===== src/hw/serie_pkg.sv =====
// Constants for the serializer interrupt enable and status logic.
// Assumes an 8-bit register port addressed by the serial control bus.
package serie_pkg;
    localparam int DATA_W = 8;
    localparam int ADDR_W = 8;
    localparam int NUM_EVT = 7;
    localparam logic [7:0] ADDR_IRQ_ENABLE = 8'hC6;
    localparam logic [7:0] ADDR_IRQ_STATUS = 8'hC7;
    localparam logic [7:0] RESET_IRQ_ENABLE = 8'h00;
    localparam int BIT_INDIRECT_DONE = 7;
    localparam int BIT_RX_DETECT = 6;
    localparam int BIT_DOWNSTREAM_IRQ = 5;
    localparam int BIT_KEY_LIST_RDY = 4;
    localparam int BIT_RX_KEY_RDY = 3;
    localparam int BIT_AUTH_FAIL = 2;
    localparam int BIT_AUTH_PASS = 1;
    localparam int BIT_GLOBAL = 0;
endpackage


===== src/hw/serie_event_latch.sv =====
// Sticky latches for the seven interrupt events.
// Assumes event inputs are synchronous one-cycle pulses or levels.
module serie_event_latch #(
    parameter int N = 7
) (
    input wire logic clk,
    input wire logic rst,
    input wire logic [N-1:0] evt,
    input wire logic [N-1:0] clr,
    output logic [N-1:0] flags
);
    typedef struct packed {
        logic [N-1:0] flags;
    } serie_latch_t;

    serie_latch_t s_q;
    serie_latch_t s_d;

    // ==========================================================
    // Set wins over clear
    always_comb begin
        s_d = s_q;
        s_d.flags = (s_q.flags & ~clr) | evt;
    end

    always_ff @(posedge clk or posedge rst) begin
        if (rst) begin
            s_q <= '0;
        end else begin
            s_q <= s_d;
        end
    end

    assign flags = s_q.flags;
endmodule


===== src/hw/serie_top.sv =====
// Interrupt enable control and status registers of the serializer.
// Assumes a simple synchronous register port: write strobe, read strobe.
module serie_top (
    input wire logic CLK,
    input wire logic RST,
    input wire logic [serie_pkg::ADDR_W-1:0] ADDR,
    input wire logic WR_EN,
    input wire logic [serie_pkg::DATA_W-1:0] WDATA,
    input wire logic RD_EN,
    output logic [serie_pkg::DATA_W-1:0] RDATA,
    input wire logic INDIRECT_DONE,
    input wire logic RX_DETECT,
    input wire logic DOWNSTREAM_IRQ,
    input wire logic KEY_LIST_READY,
    input wire logic RX_KEY_READY,
    input wire logic AUTH_FAIL,
    input wire logic AUTH_PASS,
    output logic IRQ
);
    // ==========================================================
    // Sizes shared with the package
    localparam int NE = serie_pkg::NUM_EVT;
    localparam int DW = serie_pkg::DATA_W;
    localparam int AW = serie_pkg::ADDR_W;

    // ==========================================================
    // Registered state: enable byte, read data, interrupt line
    typedef struct packed {
        logic [DW-1:0] enable;
        logic [DW-1:0] rdata;
        logic irq;
    } serie_state_t;

    serie_state_t s_q;
    serie_state_t s_d;

    // ==========================================================
    // Event side
    logic [NE-1:0] evt;
    logic [NE-1:0] flags;
    logic [NE-1:0] clr;
    logic [NE-1:0] evt_en;
    logic [NE-1:0] gated;
    logic [DW-1:0] status;
    logic global_int;

    // Register side
    logic wr_enable;
    logic rd_status;

    // Named fields of the enable register
    logic irq_master_en;
    logic indirect_access_done_irq_en;
    logic receiver_detect_irq_en;
    logic downstream_irq_forward_en;
    logic key_list_ready_irq_en;
    logic receiver_key_ready_irq_en;
    logic auth_failure_irq_en;
    logic auth_pass_irq_en;

    // ==========================================================
    // Address decode helper
    function automatic logic addr_hit(
        input logic [AW-1:0] addr,
        input logic [AW-1:0] target
    );
        return addr == target;
    endfunction

    // ==========================================================
    // Status and read helpers
    // Flags above, global bit at bit 0
    function automatic logic [DW-1:0] pack_status(
        input logic [NE-1:0] f,
        input logic g
    );
        return {f, g};
    endfunction

    // Unmapped addresses read as zero
    function automatic logic [DW-1:0] read_value(
        input logic [AW-1:0] addr,
        input logic [DW-1:0] en,
        input logic [DW-1:0] st
    );
        logic [DW-1:0] v;
        unique case (addr)
            serie_pkg::ADDR_IRQ_ENABLE: v = en;
            serie_pkg::ADDR_IRQ_STATUS: v = st;
            default: v = '0;
        endcase
        return v;
    endfunction

    // ==========================================================
    // Event inputs, index = register bit minus one
    always_comb begin
        evt = '0;
        evt[serie_pkg::BIT_INDIRECT_DONE-1] = INDIRECT_DONE;
        evt[serie_pkg::BIT_RX_DETECT-1] = RX_DETECT;
        evt[serie_pkg::BIT_DOWNSTREAM_IRQ-1] = DOWNSTREAM_IRQ;
        evt[serie_pkg::BIT_KEY_LIST_RDY-1] = KEY_LIST_READY;
        evt[serie_pkg::BIT_RX_KEY_RDY-1] = RX_KEY_READY;
        evt[serie_pkg::BIT_AUTH_FAIL-1] = AUTH_FAIL;
        evt[serie_pkg::BIT_AUTH_PASS-1] = AUTH_PASS;
    end

    // ==========================================================
    // Register decode
    assign wr_enable = WR_EN && addr_hit(ADDR, serie_pkg::ADDR_IRQ_ENABLE);
    assign rd_status = RD_EN && addr_hit(ADDR, serie_pkg::ADDR_IRQ_STATUS);

    // ==========================================================
    // Sticky flags; a status read clears only what it showed
    assign clr = rd_status ? flags : '0;

    serie_event_latch #(
        .N(NE)
    ) u_latch (
        .clk(CLK),
        .rst(RST),
        .evt(evt),
        .clr(clr),
        .flags(flags)
    );

    // ==========================================================
    // Enable fields
    assign irq_master_en = s_q.enable[serie_pkg::BIT_GLOBAL];
    assign indirect_access_done_irq_en =
        s_q.enable[serie_pkg::BIT_INDIRECT_DONE];
    assign receiver_detect_irq_en =
        s_q.enable[serie_pkg::BIT_RX_DETECT];
    assign downstream_irq_forward_en =
        s_q.enable[serie_pkg::BIT_DOWNSTREAM_IRQ];
    assign key_list_ready_irq_en =
        s_q.enable[serie_pkg::BIT_KEY_LIST_RDY];
    assign receiver_key_ready_irq_en =
        s_q.enable[serie_pkg::BIT_RX_KEY_RDY];
    assign auth_failure_irq_en =
        s_q.enable[serie_pkg::BIT_AUTH_FAIL];
    assign auth_pass_irq_en =
        s_q.enable[serie_pkg::BIT_AUTH_PASS];

    // Enables lined up with the event vector
    always_comb begin
        evt_en = '0;
        evt_en[serie_pkg::BIT_INDIRECT_DONE-1] =
            indirect_access_done_irq_en;
        evt_en[serie_pkg::BIT_RX_DETECT-1] =
            receiver_detect_irq_en;
        evt_en[serie_pkg::BIT_DOWNSTREAM_IRQ-1] =
            downstream_irq_forward_en;
        evt_en[serie_pkg::BIT_KEY_LIST_RDY-1] =
            key_list_ready_irq_en;
        evt_en[serie_pkg::BIT_RX_KEY_RDY-1] =
            receiver_key_ready_irq_en;
        evt_en[serie_pkg::BIT_AUTH_FAIL-1] =
            auth_failure_irq_en;
        evt_en[serie_pkg::BIT_AUTH_PASS-1] =
            auth_pass_irq_en;
    end

    // ==========================================================
    // Per-event gating
    generate
        for (genvar gi = 0; gi < NE; gi = gi + 1) begin : g_gate
            assign gated[gi] = flags[gi] & evt_en[gi];
        end
    endgenerate

    // ==========================================================
    // Global condition and status byte
    assign global_int = |gated;
    assign status = pack_status(flags, global_int);

    // ==========================================================
    // Next state
    always_comb begin
        s_d = s_q;

        // Status is read-only: only the enable byte takes writes
        if (wr_enable) begin
            s_d.enable = WDATA;
        end

        // Read data holds between reads
        if (RD_EN) begin
            s_d.rdata = read_value(ADDR, s_q.enable, status);
        end

        // Interrupt line lags the flags by one cycle
        s_d.irq = irq_master_en && global_int;
    end

    // ==========================================================
    // State register
    always_ff @(posedge CLK or posedge RST) begin
        if (RST) begin
            s_q <= '{enable: serie_pkg::RESET_IRQ_ENABLE, rdata: '0,
                     irq: 1'h0};
        end else begin
            s_q <= s_d;
        end
    end

    // ==========================================================
    // Outputs
    assign RDATA = s_q.rdata;
    assign IRQ = s_q.irq;
endmodule


===== config.mk =====
export PLATFORM = sky130hd
export DESIGN_NAME = serie_top
export DESIGN_NICKNAME = d
export VERILOG_FILES = /design/src/hw/serie_pkg.sv /design/src/hw/serie_event_latch.sv /design/src/hw/serie_top.sv
export SDC_FILE = /design/constraint.sdc
export NUM_CORES = 1
export LEC_CHECK = 0
export ABC_AREA = 1
export ABC_CLOCK_PERIOD_IN_PS = 800
export BUFFER_PORTS_ARGS = -buffer_cell sky130_fd_sc_hd__buf_2
export CAP_MARGIN = 20
export CORE_UTILIZATION = 45
export CTS_CLUSTER_DIAMETER = 40
export DETAILED_ROUTE_END_ITERATION = 10
export PLACE_DENSITY = 0.82
export RECOVER_POWER = 50
export SLEW_MARGIN = 30
export SYNTH_ARGS = -nofsm -noshare
export SYNTH_HDL_FRONTEND = slang
export SYNTH_SLANG_ARGS = --single-unit

===== constraint.sdc =====
create_clock -name CLK -period 0.8 [get_ports CLK]
set_input_delay 0 -clock CLK [delete_from_list [all_inputs] [get_ports CLK]]
set_output_delay 0 -clock CLK [all_outputs]
set_load 0.02 [all_outputs]

=== Word level (Yosys, flattened, before mapping) ===
Cells that the tools add are included.

* Bitwise gates (word level): 10
* Reduce and logical (&&, ||, !) cells: 4
* Muxes and demuxes: 2
* Equal/unequal tests: 2

{| class="wikitable"
|+ Operator list
! kind !! number
|-
| 8-bit equality test (second input constant) || 2
|-
| 8-bit one-hot mux with 2 select lines || 1
|-
| 1-bit AND || 7
|-
| 7-bit AND || 1
|-
| 7-bit two-way mux || 1
|-
| 7-bit NOT || 1
|-
| 7-bit bitwise OR || 1
|-
| 7-bit OR reduction || 1
|-
| 1-bit logical AND || 3
|}

* Register bits: 24
* Output and inout bits: 9
* Word-level logic and storage cells: 22

=== Depth between registers and ports, before layout ===
* Depth in word-level cells: 6
* Gate-level depth with buffers: 7
* Mapped depth without buffers: 6

=== Cells and area by module ===
Synthesis repeated with hierarchy kept, for this count alone.

* Cell total of the unflattened synthesis: 169
* Area total of the unflattened synthesis: 1229.9 sq um

{| class="wikitable"
|+ By module, submodules not included
! module !! area an instance (sq um) !! cells each !! instances
|-
| serie_top || 945.9 || 133 || 1
|-
| serie_event_latch || 284.0 || 36 || 1
|}

=== Worst setup path after synthesis ===
OpenSTA, ideal clock, no wires.

* Path kind: register to register
* From: reg u_latch.s_q (netlist bit u_latch.flags[0])
* To: reg s_q (netlist bit RDATA[0])
* Setup time: 119 ps
* Slack: -31 ps
* Path buffers: 0
* Data required time: 681 ps
* Stages on the path, launching flop included: 7
* Arrival time: 713 ps
* Cell sequence: dfrtp_1 -> nand2_1 -> nand2_1 -> nor2_1 -> nand2_1 -> nand2_1 -> nand2_1

* Word-level cells in the longest chain between the ends: 3

{| class="wikitable"
|+ RTL lines
! what !! line !! RTL
|-
| from (decl) || serie_event_latch.sv:16 || <nowiki>serie_latch_t s_q;</nowiki>
|-
| from (signal assigned) || serie_event_latch.sv:28 || <nowiki>s_q <= '0;</nowiki>
|-
| from (signal assigned) || serie_event_latch.sv:30 || <nowiki>s_q <= s_d;</nowiki>
|-
| 1-bit AND || serie_top.sv:168 || <nowiki>assign gated[gi] = flags[gi] & evt_en[gi];</nowiki>
|-
| 7-bit OR reduction || serie_top.sv:174 || <nowiki>assign global_int = |gated;</nowiki>
|-
| 8-bit one-hot mux with 2 select lines || serie_top.sv:87 || <nowiki>unique case (addr)</nowiki>
|-
| to (signal assigned) || serie_top.sv:200 || <nowiki>s_q <= '{enable: serie_pkg::RESET_IRQ_ENABLE, rdata: '0,</nowiki>
|-
| to (decl) || serie_top.sv:34 || <nowiki>serie_state_t s_q;</nowiki>
|}

No other way between the ends.
A chain may end at the register's enable or synchronous reset.

=== Worst setup path after layout ===
* From: reg s_q (netlist bit auth_pass_irq_en)
* To: reg s_q (netlist bit RDATA[0])

* Word-level cells in the longest chain between the ends: 3

{| class="wikitable"
|+ RTL lines
! what !! line
|-
| 1-bit AND || serie_top.sv:168
|-
| 7-bit OR reduction || serie_top.sv:174
|-
| 8-bit one-hot mux with 2 select lines || serie_top.sv:87
|}

No other way between the ends.

==> flow_metrics.py <==
metrics = {
    "run_status": {
        "status": "finished, violations left",
        "failed_checks": "setup timing",
    },
    "routing": {
        "routed_wl_um": 2900,
        "routedWlPerCell_um": 12.2,
        "first_pass_iters": 4,
        "antenna_left": 0,
        "via_per_inst": 4.71,
        "post-route-drc-count": 0,
        "drtIter0Drc": 19,
        "vias": 1122,
    },
    "logic_synthesis": {
        "yosys.area.top_type": "dfrtp_1",
        "ys_ff_latch": 24,
        "ys_types": 19,
        "ys_seq_area_share_pct": 51.7,
        "syn-num-nets": 165,
        "yosysTopAreaCellShare_pct": 51.7,
        "synthTopCellsByArea": "dfrtp_1 (52%), nand2_1 (13%), inv_1 (7.4%), o21bai_1 (4.5%), nor2_1 (3.9%)",
        "synth-warning-count": 0,
        "syn_area_per_cell_um2": 8.42,
        "netlist_area_um2": 1160,
        "synthCells": 138,
    },
    "setup_path": {
        "cp-end-kind": "register",
        "crit_top_cell": "nand2_1",
        "cpLargestDelayFamily": "flip-flops",
        "cp.arrival_ns": 1.16,
        "critPathMaxFanout": 2,
        "crit_chain": "nand2_1 -> nand2_1 -> nor2_2 -> nand2_1 -> nand2_1 -> nand2_1",
        "rrSetupSlack_ns": -0.13,
        "path_buf_inv": 0,
        "cp-start-kind": "register",
        "cp_slowest_stage_delay_ns": 0.43,
        "worstPathRequired_ns": 1.03,
        "cpMaxStageDelayCell": "dfrtp_1",
        "worstSetupPathType": "register to register",
    },
    "pwr": {
        "p_total_uw": 2250,
        "p_per_area_nw_per_um2": 1260,
        "p_leak_uw": 0.00104,
        "ir_drop_uv": 1540,
    },
    "cells_and_area": {
        "drive_gt1_share_pct": 39.4,
        "multiInputGateArea_um2": 478,
        "final_core_util_pct": 72.6,
        "stdcell_area_um2": 1780,
        "syn2layout_area_growth_pct": 53.3,
        "fill_cells": 177,
        "nets": 236,
        "layoutNonFillerInstCount": 238,
        "diodes": 0,
        "regArea_um2": 601,
    },
    "clock_network": {
        "clk_path_buf_depth": 2,
        "clkTransAtPathRegs_ns": 0.13,
        "cts_inserted_buffers": 3,
        "htree_levels": 1,
        "cts.sinks": 24,
        "clock-root-buffer": "clkbuf_4",
        "cts_tree": "built",
        "clk_latency_ns": 0.33,
    },
    "placement": {
        "numPlacedInstances": 211,
        "post-dp-hpwl_um": 1810,
        "gp_congestion": 0.826,
        "port_buffers": 35,
        "placed_area_um2": 1440,
        "post-place-ws_ns": -0.123,
    },
    "global_route": {
        "first_global_vias": 1072,
        "grt_pass1_wl_um": 4510,
        "grt_max_degree": 25,
        "grt_util_all_layers_pct": 22.8,
        "antenna_found_initial": 0,
        "gr-total-overflow": 0,
    },
    "timing": {
        "slew_violations": 0,
        "layout_setup_ws_ns": -0.130,
        "hold_violations": 0,
        "worstMarginPinSlew_ns": 0.323,
        "skew_ns": 0.00623,
        "fin_crit_ns": 0.930,
        "finalSetupViolations": 14,
        "fmax_mhz": 1080,
        "rsz0062_at_grt": "yes",
        "period_share_pct": 116,
        "maxSlewHeadroom_pct": 78.5,
    },
    "floorplan": {
        "die_w_um": 52.8,
        "fp-row-count": 18,
        "core_area_um2": 2450,
        "ios": 36,
        "start_util_pct": 47.3,
        "dieHeight_um": 52.8,
        "die_area_um2": 2790,
    },
    "run": {
        "maxCapViolCount": 0,
    },
    "min_path": {
        "hp-class": "input port to register",
    },
}
[per-stage QoR]
step	hold WS, ns	TNS [ns]
6_report	0.00461	-0.957
3_5_place_dp	0.0710	-2.15
4_1_cts	0.00670	-0.851
3_3_place_gp	0.0511	-0.811
2_1_floorplan	0.0146	-0.0312
5_1_grt	0.0510	-1.55
[area by class of cell]
type,count,area share (%)
clock buffer,4,2.04
timing repair buffer,68,30.5
sequential,24,33.7
tap,30,2.11
multi-input combinational,89,26.8
inverter,23,4.85
[state kept, by name (all words and copies together), names as in the netlist]
register and count:
evt_en 4, downstream_irq_forward_en 1, auth_pass_irq_en 1, IRQ 1
RDATA 8, irq_master_en 1, auth_failure_irq_en 1, u_latch.flags 7
[worst reg2reg max path: stages, from the launching register on]
cell and delay, ns:
dfrtp_1 0.43, nand2_1 0.09, nand2_1 0.07, nor2_2 0.10
nand2_1 0.06, nand2_1 0.05, nand2_1 0.05
[final timing paths]
path / start / end / depth (start not counted)
max: auth_pass_irq_en$_DFFE_PP0P_ / RDATA[0]$_DFFE_PP0P_ / 6
min: RD_EN / RDATA[0]$_DFFE_PP0P_ / 4
max reg2reg: auth_pass_irq_en$_DFFE_PP0P_ / RDATA[0]$_DFFE_PP0P_ / 6
min reg2reg: RDATA[2]$_DFFE_PP0P_ / RDATA[2]$_DFFE_PP0P_ / 2
max in group asynchronous: RST / RDATA[2]$_DFFE_PP0P_ / 4
min in group asynchronous: RST / RDATA[6]$_DFFE_PP0P_ / 4
[logic make-up (layout without fill, tap and decap cells)]
logic type	after synthesis	in the layout	share of synthesized area, %
AND/OR/NAND/NOR	73	73	29.7
AO/OA/AOI/OAI	16	16	9.26
flip-flops	24	24	51.7
buffers and inverters	25	95	9.36
[layout by cell type, fill, tap and decap left out, drive strengths merged]
cell	count
a21boi	1
buf	51
clkbuf	5
dfrtp	24
dlygate4sd3	16
inv	23
nand2	45
nand3	10
nand4	1
nor2	17
o21ai	8
o21bai	7
[power breakdown]
| part | switching (uW) | internal [uW] |
|---|---|---|
| registers | 24.3 | 1250 |
| logic | 152 | 165 |
| clock network | 379 | 279 |
[timing repair]
item                                    4_1_cts  5_1_grt
resized for setup                            19       15
buffers inserted                              2        7
endpoints found under the setup margin       11       20
hold buffers                                 16        0
endpoints found under the hold margin        39        0
pin swaps                                     2        8
cloned                                        0        0
[Yosys cell counts]
cell type  number
nand4_1         1
nand3_2         2
o21bai_1        7
nand3_1         8
nand2_1        41
nor2_2          3
o21ai_1         5
nor2_4          1
o21ai_0         1
o21ai_2         2
buf_4           1
buf_8           1
nor2_8          1
nand2_4         1
nor2_1         12
a21boi_0        1
dfrtp_1        24
nand2_2         3
inv_1          23
[layer usage]
metal / track usage, % / wire length [um] / vias to the layer above
met5: 0 / 0 / -
met4: 14.5 / 99 / 0
met3: 2.90 / 101 / 12
met2: 40.7 / 1550 / 36
met1: 25.0 / 1150 / 514
li1: - / - / 560
Note: power is estimated with default switching activity, not from simulation.
